### src/inc/cdrlk_pkg.sv
// Constants for the recovery mode and lock control block
// =============================================================
package cdrlk_pkg;
    // =============================================================
    // Timing
    localparam int  CLK_PERIOD_NS = 10;
    localparam int  LOS_TIME_NS   = 300;
    localparam int  LOS_CYCLES    = LOS_TIME_NS / CLK_PERIOD_NS;
    // Cycles already spent in the synchroniser before counting starts
    localparam int  LOS_SYNC_CYCLES = 4;
    // =============================================================
    // Lock thresholds in ppm
    localparam int  LOCK_PPM   = 500;
    localparam int  UNLOCK_PPM = 1000;
    localparam int  PPM_SCALE  = 1000000;
    // =============================================================
    // Reference window lengths in reference cycles, per frequency
    localparam logic [1:0] REF_19M = 2'h0;
    localparam logic [1:0] REF_38M = 2'h1;
    localparam logic [1:0] REF_77M = 2'h2;
    localparam logic [1:0] REF_155M = 2'h3;
    localparam logic [15:0] WIN_19M  = 16'h0800;
    localparam logic [15:0] WIN_38M  = 16'h1000;
    localparam logic [15:0] WIN_77M  = 16'h2000;
    localparam logic [15:0] WIN_155M = 16'h4000;
    // Oscillator prescale: undivided oscillator equals 19.44 MHz times this
    localparam int  OSC_DIV_RATIO = 128;
    // Expected divided counts per window, equal to the 19.44 MHz window for native rate
    localparam logic [23:0] EXP_NATIVE = 24'h000800;
    localparam logic [23:0] EXP_FEC    = 24'h000892;
    localparam logic RATE_NATIVE = 1'b0;
    localparam logic RATE_FEC    = 1'b1;
endpackage

### src/hdl/cdrlk_ctrl.sv
// Rate, reference, lock, loss of signal and data path control
`timescale 1ns/1ps
module cdrlk_ctrl #(
    parameter int WIDTH = 2,
    parameter int DEPTH = 8
) (
    input  wire logic       clock,
    input  wire logic       rstn,
    input  wire logic       rateSelect,
    input  wire logic       refSourceSelect,
    input  wire logic [1:0] refFreqSelect,
    input  wire logic       extRefClockIn,
    input  wire logic       crystalOscIn,
    input  wire logic       oscDivIn,
    input  wire logic       levelBelowThreshold,
    input  wire logic       squelch,
    input  wire logic       bypass,
    input  wire logic       loopbackEnable,
    input  wire logic       quantizerData,
    input  wire logic       testDataIn,
    input  wire logic       recClock,
    input  wire logic       recData,
    input  wire logic       inValid,
    output logic            inReady,
    output logic            outValid,
    input  wire logic       outReady,
    output logic            signalDetectOut,
    output logic            lockLost,
    output logic            phaseLoopActive,
    output logic            rateFec,
    output logic [15:0]     refDivWindow,
    output logic            cdrInput,
    output logic            clockOut,
    output logic            dataOut
);
    typedef enum logic {FREQ_LOOP, PHASE_LOOP} cdrlk_loop_e;
    // =============================================================
    // Three-stage synchronisers for pin inputs
    logic [2:0] sRate_q, sRsrc_q, sF0_q, sF1_q, sLvl_q, sSq_q, sByp_q;
    logic [2:0] sLpb_q, sRef_q, sXo_q, sOsc_q;
    logic [2:0] sRate_d, sRsrc_d, sF0_d, sF1_d, sLvl_d, sSq_d, sByp_d;
    logic [2:0] sLpb_d, sRef_d, sXo_d, sOsc_d;
    always_comb begin
        sRate_d = {sRate_q[1:0], rateSelect};
        sRsrc_d = {sRsrc_q[1:0], refSourceSelect};
        sF0_d   = {sF0_q[1:0], refFreqSelect[0]};
        sF1_d   = {sF1_q[1:0], refFreqSelect[1]};
        sLvl_d  = {sLvl_q[1:0], levelBelowThreshold};
        sSq_d   = {sSq_q[1:0], squelch};
        sByp_d  = {sByp_q[1:0], bypass};
        sLpb_d  = {sLpb_q[1:0], loopbackEnable};
        sRef_d  = {sRef_q[1:0], extRefClockIn};
        sXo_d   = {sXo_q[1:0], crystalOscIn};
        sOsc_d  = {sOsc_q[1:0], oscDivIn};
    end
    always_ff @(posedge clock or negedge rstn) begin
        if (!rstn) begin
            sRate_q <= '0;
            sRsrc_q <= '0;
            sF0_q   <= '0;
            sF1_q   <= '0;
            sLvl_q  <= '0;
            sSq_q   <= '0;
            sByp_q  <= '0;
            sLpb_q  <= '0;
            sRef_q  <= '0;
            sXo_q   <= '0;
            sOsc_q  <= '0;
        end else begin
            sRate_q <= sRate_d;
            sRsrc_q <= sRsrc_d;
            sF0_q   <= sF0_d;
            sF1_q   <= sF1_d;
            sLvl_q  <= sLvl_d;
            sSq_q   <= sSq_d;
            sByp_q  <= sByp_d;
            sLpb_q  <= sLpb_d;
            sRef_q  <= sRef_d;
            sXo_q   <= sXo_d;
            sOsc_q  <= sOsc_d;
        end
    end
    // =============================================================
    // Filtered levels: change once stages two and three agree
    logic rate_q, rsrc_q, byp_q, lpb_q, sq_q, lvl_q;
    logic [1:0] fsel_q;
    logic rate_d, rsrc_d, byp_d, lpb_d, sq_d;
    logic [1:0] fsel_d;
    always_comb begin
        rate_d = (sRate_q[2] == sRate_q[1]) ? sRate_q[2] : rate_q;
        rsrc_d = (sRsrc_q[2] == sRsrc_q[1]) ? sRsrc_q[2] : rsrc_q;
        byp_d  = (sByp_q[2] == sByp_q[1]) ? sByp_q[2] : byp_q;
        lpb_d  = (sLpb_q[2] == sLpb_q[1]) ? sLpb_q[2] : lpb_q;
        sq_d   = (sSq_q[2] == sSq_q[1]) ? sSq_q[2] : sq_q;
        fsel_d[0] = (sF0_q[2] == sF0_q[1]) ? sF0_q[2] : fsel_q[0];
        fsel_d[1] = (sF1_q[2] == sF1_q[1]) ? sF1_q[2] : fsel_q[1];
    end
    // =============================================================
    // Reference selection and window length
    logic        refEdge, oscEdge;
    logic [15:0] win;
    always_comb begin
        // Crystal is 19.44 MHz; external select ignored when low
        if (!rsrc_q) begin
            refEdge = sXo_q[1] && !sXo_q[2];
            win     = cdrlk_pkg::WIN_19M;
        end else begin
            refEdge = sRef_q[1] && !sRef_q[2];
            unique case (fsel_q)
                cdrlk_pkg::REF_19M:  win = cdrlk_pkg::WIN_19M;
                cdrlk_pkg::REF_38M:  win = cdrlk_pkg::WIN_38M;
                cdrlk_pkg::REF_77M:  win = cdrlk_pkg::WIN_77M;
                cdrlk_pkg::REF_155M: win = cdrlk_pkg::WIN_155M;
            endcase
        end
        oscEdge = sOsc_q[1] && !sOsc_q[2];
    end
    // =============================================================
    // Frequency error measurement and lock hysteresis
    logic [15:0] refCnt_q, refCnt_d;
    logic [23:0] oscCnt_q, oscCnt_d;
    cdrlk_loop_e loop_q, loop_d;
    logic [23:0] expected, err, tolLock, tolUnlock;
    always_comb begin
        // Same window for any rate; only expected count moves
        expected = rate_q ? cdrlk_pkg::EXP_FEC : cdrlk_pkg::EXP_NATIVE;
        tolLock  = 24'((64'(expected) * cdrlk_pkg::LOCK_PPM)
                   / cdrlk_pkg::PPM_SCALE);
        tolUnlock = 24'((64'(expected) * cdrlk_pkg::UNLOCK_PPM)
                    / cdrlk_pkg::PPM_SCALE);
        err = (oscCnt_q > expected) ? oscCnt_q - expected
                                     : expected - oscCnt_q;
        refCnt_d = refCnt_q;
        oscCnt_d = oscCnt_q + 24'(oscEdge);
        loop_d   = loop_q;
        // Window counts undivided reference edges; only the oscillator input is prescaled
        if (refEdge) begin
            if (refCnt_q >= win - 16'h0001) begin
                refCnt_d = '0;
                oscCnt_d = 24'(oscEdge);
                unique case (loop_q)
                    FREQ_LOOP:  if (err <= tolLock) loop_d = PHASE_LOOP;
                    PHASE_LOOP: if (err > tolUnlock) loop_d = FREQ_LOOP;
                endcase
            end else begin
                refCnt_d = refCnt_q + 16'h0001;
            end
        end
    end
    // =============================================================
    // Loss of signal delay
    logic [5:0] losCnt_q, losCnt_d;
    logic       lvl_d;
    always_comb begin
        losCnt_d = losCnt_q;
        lvl_d    = lvl_q;
        if (sLvl_q[2] != sLvl_q[1]) begin
            losCnt_d = '0;
        end else if (sLvl_q[2] == lvl_q) begin
            losCnt_d = '0;
        end else if (losCnt_q >= 6'(cdrlk_pkg::LOS_CYCLES
                                    - cdrlk_pkg::LOS_SYNC_CYCLES)) begin
            lvl_d    = sLvl_q[2];
            losCnt_d = '0;
        end else begin
            losCnt_d = losCnt_q + 6'h01;
        end
    end
    always_ff @(posedge clock or negedge rstn) begin
        if (!rstn) begin
            {rate_q, rsrc_q, byp_q, lpb_q, sq_q, lvl_q} <= '0;
            fsel_q   <= '0;
            refCnt_q <= '0;
            oscCnt_q <= '0;
            loop_q   <= FREQ_LOOP;
            losCnt_q <= '0;
        end else begin
            {rate_q, rsrc_q, byp_q, lpb_q, sq_q, lvl_q} <=
                {rate_d, rsrc_d, byp_d, lpb_d, sq_d, lvl_d};
            fsel_q   <= fsel_d;
            refCnt_q <= refCnt_d;
            oscCnt_q <= oscCnt_d;
            loop_q   <= loop_d;
            losCnt_q <= losCnt_d;
        end
    end
    // =============================================================
    // Recovered stream through the FIFO
    logic [1:0] fifoOut;
    cdrlk_fifo #(.WIDTH(WIDTH), .DEPTH(DEPTH)) u_fifo (
        .clock    (clock),
        .rstn     (rstn),
        .inData   (WIDTH'({recClock, recData})),
        .inValid  (inValid),
        .inReady  (inReady),
        .outData  (fifoOut),
        .outValid (outValid),
        .outReady (outReady)
    );
    // =============================================================
    // Output registers
    logic clkOut_d, datOut_d, cdrIn_d;
    always_comb begin
        cdrIn_d  = lpb_q ? testDataIn : quantizerData;
        clkOut_d = fifoOut[1];
        datOut_d = byp_q ? quantizerData : fifoOut[0];
        if (sq_q) begin
            clkOut_d = 1'b0;
            datOut_d = 1'b0;
        end
    end
    always_ff @(posedge clock or negedge rstn) begin
        if (!rstn) begin
            cdrInput     <= 1'b0;
            clockOut     <= 1'b0;
            dataOut      <= 1'b0;
            refDivWindow <= cdrlk_pkg::WIN_19M;
        end else begin
            cdrInput     <= cdrIn_d;
            clockOut     <= clkOut_d;
            dataOut      <= datOut_d;
            refDivWindow <= win;
        end
    end
    // =============================================================
    // Status outputs
    assign signalDetectOut = lvl_q;
    assign lockLost        = loop_q == FREQ_LOOP;
    assign phaseLoopActive = loop_q == PHASE_LOOP;
    assign rateFec         = rate_q;
endmodule

### src/hdl/cdrlk_fifo.sv
// Small valid/ready FIFO for the recovered bit stream
`timescale 1ns/1ps
module cdrlk_fifo #(
    parameter int WIDTH = 2,
    parameter int DEPTH = 8
) (
    input  wire logic             clock,
    input  wire logic             rstn,
    input  wire logic [WIDTH-1:0] inData,
    input  wire logic             inValid,
    output logic                  inReady,
    output logic      [WIDTH-1:0] outData,
    output logic                  outValid,
    input  wire logic             outReady
);
    localparam int AW = $clog2(DEPTH);
    logic [WIDTH-1:0] mem_q [DEPTH];
    logic [WIDTH-1:0] mem_d [DEPTH];
    logic [AW-1:0]    wr_q, wr_d, rd_q, rd_d;
    logic [AW:0]      cnt_q, cnt_d;
    logic             push, pop;
    // =============================================================
    // Pointer and storage update
    always_comb begin
        inReady  = cnt_q != (AW+1)'(DEPTH);
        outValid = cnt_q != '0;
        push     = inValid && inReady;
        pop      = outValid && outReady;
        mem_d    = mem_q;
        wr_d     = wr_q;
        rd_d     = rd_q;
        if (push) begin
            mem_d[wr_q] = inData;
            wr_d = (wr_q == AW'(DEPTH-1)) ? '0 : wr_q + AW'(1);
        end
        if (pop) begin
            rd_d = (rd_q == AW'(DEPTH-1)) ? '0 : rd_q + AW'(1);
        end
        cnt_d = cnt_q + (AW+1)'(push) - (AW+1)'(pop);
    end
    always_ff @(posedge clock or negedge rstn) begin
        if (!rstn) begin
            for (int i = 0; i < DEPTH; i++) mem_q[i] <= '0;
            wr_q  <= '0;
            rd_q  <= '0;
            cnt_q <= '0;
        end else begin
            mem_q <= mem_d;
            wr_q  <= wr_d;
            rd_q  <= rd_d;
            cnt_q <= cnt_d;
        end
    end
    assign outData = mem_q[rd_q];
endmodule

### config.mk
export PLATFORM = sky130hd
export DESIGN_NAME = cdrlk_ctrl
export DESIGN_NICKNAME = d
export VERILOG_FILES = /design/src/inc/cdrlk_pkg.sv /design/src/hdl/cdrlk_ctrl.sv /design/src/hdl/cdrlk_fifo.sv
export SDC_FILE = /design/constraint.sdc
export NUM_CORES = 1
export LEC_CHECK = 0
export BUFFER_PORTS_ARGS = -buffer_cell sky130_fd_sc_hd__clkbuf_2
export CORE_MARGIN = 2
export CORE_UTILIZATION = 45
export DETAILED_ROUTE_END_ITERATION = 16
export HOLD_SLACK_MARGIN = 0.05
export PLACE_DENSITY = 0.66
export SLEW_MARGIN = 20
export SYNTH_ARGS = -nofsm -noshare
export SYNTH_HDL_FRONTEND = slang
export SYNTH_HIERARCHICAL = 1
export SYNTH_SLANG_ARGS = --single-unit
### constraint.sdc
create_clock -name clock -period 3.3 [get_ports clock]
set_input_delay 0.165 -clock clock [delete_from_list [all_inputs] [get_ports clock]]
set_output_delay 0.165 -clock clock [all_outputs]
set_load 0.03 [all_outputs]
==> impl_metrics.yaml <==
route:
  num_vias: 4805
  remaining_drc_errors: 0
  vias_per_cell: 5.56
  drt-total-wl_mm: 14.5
  drtIter0Drc: 337
  dr.pass1.iters: 4
  wire_per_inst_um: 16.7
  ant_nets: 0
layout:
  final_layout_size_suffix_gt1_frac: 0.192
  layout.cells.non_filler: 864
  area_delta_synth_final_pct: 19.5
  layout.nets: 719
  n_antenna_cell: 0
synthesis:
  synth_xor_area_frac: 0.0480
  yosys.area_share.simple: 0.183
  synthMuxAreaShare: 0.0748
  synth_top_area_cell: "dfrtp_1"
  ys_ff_latch: 121
  avgSynthCellArea_sq_um: 10.6
  synth_adder_area_share: 0.0701
  synthCells: 602
  synth_edf_count: 0
  syn_area_sq_um: 6390
  yosys_most_used_dff: "dfrtp_1"
  synth_top_family_by_area: "simple AND/OR/NAND/NOR gates"
  yosysTopAreaCellShare: 0.470
  synth_area_leaders: "dfrtp_1, ha_1, mux2_2"
  synth_compound_area_frac: 0.103
  yosysSeqAreaShare: 0.474
  ys_warn_count: 6
  yosysUniqueCellTypes: 74
  async_flop_share: 1.00
floorplan:
  ios: 44
  core-area_sq_um: 13900
  die_w_um: 123
  initial_core_util: 0.460
  fp-row-count: 43
  die_area_sq_um: 15200
  die_h_um: 123
outcome:
  run_status: "completed"
cts:
  clock_sinks: 121
  clockBufferDepth: 2
  cts_tree: "yes"
  clkLatencyLatePin_ps: 410
  cts_buffers: 17
  htreeDepth: 4
  cts_root_buffer: "clkbuf_16"
  path_clk_slew_ps: 60
sta:
  maxSlewHeadroom: 0.430
  worst_slew_pin_slew_ps: 854
  setup_tns_ps: 0
  fmaxAchievable_ghz: 0.330
  fin_hold_ws_ps: 91.4
  maxSlewViolCount: 0
  fin_crit_sh: 0.919
  clock_skew_ps: 8.22
  rsz0062_at_grt: "no"
  hold_violations: 0
  period_needed_ps: 3030
  finalSetupViolCount: 0
worst_hold_path:
  hold_path.class: "input port to flip-flop"
  hp-start: "quantizerData"
worst_setup_path:
  path_class: "flip-flop to flip-flop"
  path_max_fanout: 9
  setup.worst_path.end_class: "flip-flop"
  worstPathArrival_ps: 3330
  critPathRequiredTime_ps: 3600
  critPathLaunchType: "flip-flop"
  crit_start: "rateFec$_DFFE_PN0N_"
  r2r_start: "rateFec$_DFFE_PN0N_"
place:
  dp.cells: 816
  dp_hpwl_mm: 10.3
  io_buffers: 31
  gp_congestion: 0.911
grt:
  grt_pass1_vias: 5055
  track_usage: 0.214
  antenna_found_initial: 0
  grt_max_degree: 68
  gr-total-overflow: 0
  grt_pass1_wl_mm: 24.9
pwr:
  cellLeakagePower_nw: 3.48
  vdd_drop_max_uv: 501
  powerDensity_nw_per_um2: 719
run:
  max_cap_violations: 0
[placed cells by master, fill, tap and decap left out, types with 4 or more instances in the layout]
master         instances
buf_4                 26
inv_6                  7
nand2_1               34
nor3_1                11
xnor2_1               15
xor2_1                20
nor2_1                60
mux2_2                26
nand2b_1               6
o21ai_0               25
clkbuf_16             17
nand4_1               16
or3_1                  8
mux4_1                 4
o22ai_1                5
inv_1                 29
o211ai_1               7
a2111oi_0              4
a21o_1                 4
nor2b_1                7
dlygate4sd3_1         14
nand3_1               20
clkbuf_2              30
a21oi_1               13
dfrtp_1              120
maj3_1                 7
conb_1                13
or4_1                  4
and3_1                13
a31oi_1                4
ha_1                  26
mux2i_1                7
nor4_1                 9
[repair_timing]
item | in CTS | in global routing
hold buffers | 14 | 0
hold endpoints to repair | 77 | 0
setup endpoints to repair | 0 | 1
gates resized for setup | 0 | 5
setup buffers | 0 | 2
[critical path, stage by stage (launching register included)]
cell       delay [ps]
dfrtp_1           440
inv_1             130
ha_1              430
inv_1             210
o211ai_1          180
a2111oi_0         560
buf_4             210
mux2i_2            80
a2111oi_0         420
nor4_1            100
nand4_1           100
o21ai_1            60
[routing by layer]
layer / vias to the layer above / track usage / wire length (um)
met5: - / 0 / 0
met4: 0 / 0.116 / 538
met3: 35 / 0.0457 / 548
met2: 118 / 0.360 / 7250
met1: 2355 / 0.256 / 6130
li1: 2297 / - / -
[logic make-up (layout without fill, tap and decap cells)]
group,after synthesis,in the layout
fa+ha+maj,36,36
other cells,1,13
mux,38,38
buf+inv,63,133
compound gates,94,94
simple gates,214,214
flops,121,121
xor+xnor,35,35
[flip-flops by register name, summed over array words and instances (netlist names), 4 cells and up]
register and count:
losCnt_q 6, u_fifo/mem_q 16, refCnt_q 16, oscCnt_q 24, refDivWindow 4, u_fifo/cnt_q 4
[synth_stat cells (15+ instances only)]
cell type,instances
ha_1,27
mux2_2,26
nand2_1,34
xor2_1,20
nor2_1,60
inv_1,29
clkbuf_1,15
nand4_1,16
xnor2_1,15
dfrtp_1,120
nand3_1,20
o21ai_0,25
[worst paths after layout]
kind                                                to  slack, ps  depth (start not counted)
max                        phaseLoopActive$_DFFE_PN0P_        270                         11
min reg2reg                         sXo_q[1]$_DFF_PN0_        350                          0
max reg2reg                phaseLoopActive$_DFFE_PN0P_        270                         11
min in group asynchronous        losCnt_q[2]$_DFF_PN0_        390                          2
max in group asynchronous   u_fifo/rd_q[1]$_DFFE_PN0P_       2110                          3
min                                  dataOut$_DFF_PN0_         90                          3
[cell type report]
type,instances,area [sq um]
Sequential cell,121,3030
Timing Repair Buffer,72,526
Clock buffer,18,439
Multi-Input combinational cell,430,3130
Tap cell,180,225
Fill cell,1186,6240
Inverter,29,109
Clock inverter,14,183
[where the power goes]
| part | total (mW) | switching [mW] | internal (mW) | leakage, nW |
|---|---|---|---|---|
| clock network | 1.92 | 0.695 | 1.23 | 0.307 |
| registers | 2.03 | 0.267 | 1.76 | 1.51 |
| logic | 1.55 | 0.799 | 0.748 | 1.66 |
| total | 5.50 | 1.76 | 3.73 | 3.48 |
[metrics by stage]
| stage | util | power (mW) | instance area [sq um] | setup WS, ps |
|---|---|---|---|---|
| 2_1_floorplan | - | 3.09 | 6440 | 420 |
| 4_1_cts | 0.547 | 5.53 | 7590 | 122 |
| 3_3_place_gp | 0.492 | 3.50 | 6830 | 229 |
| 5_1_grt | 0.550 | 5.84 | 7640 | 14.0 |
| 6_report | 0.550 | 5.50 | 7640 | 268 |
| 3_5_place_dp | 0.492 | 3.55 | 6830 | 142 |
(Power assumes the default switching activity.)
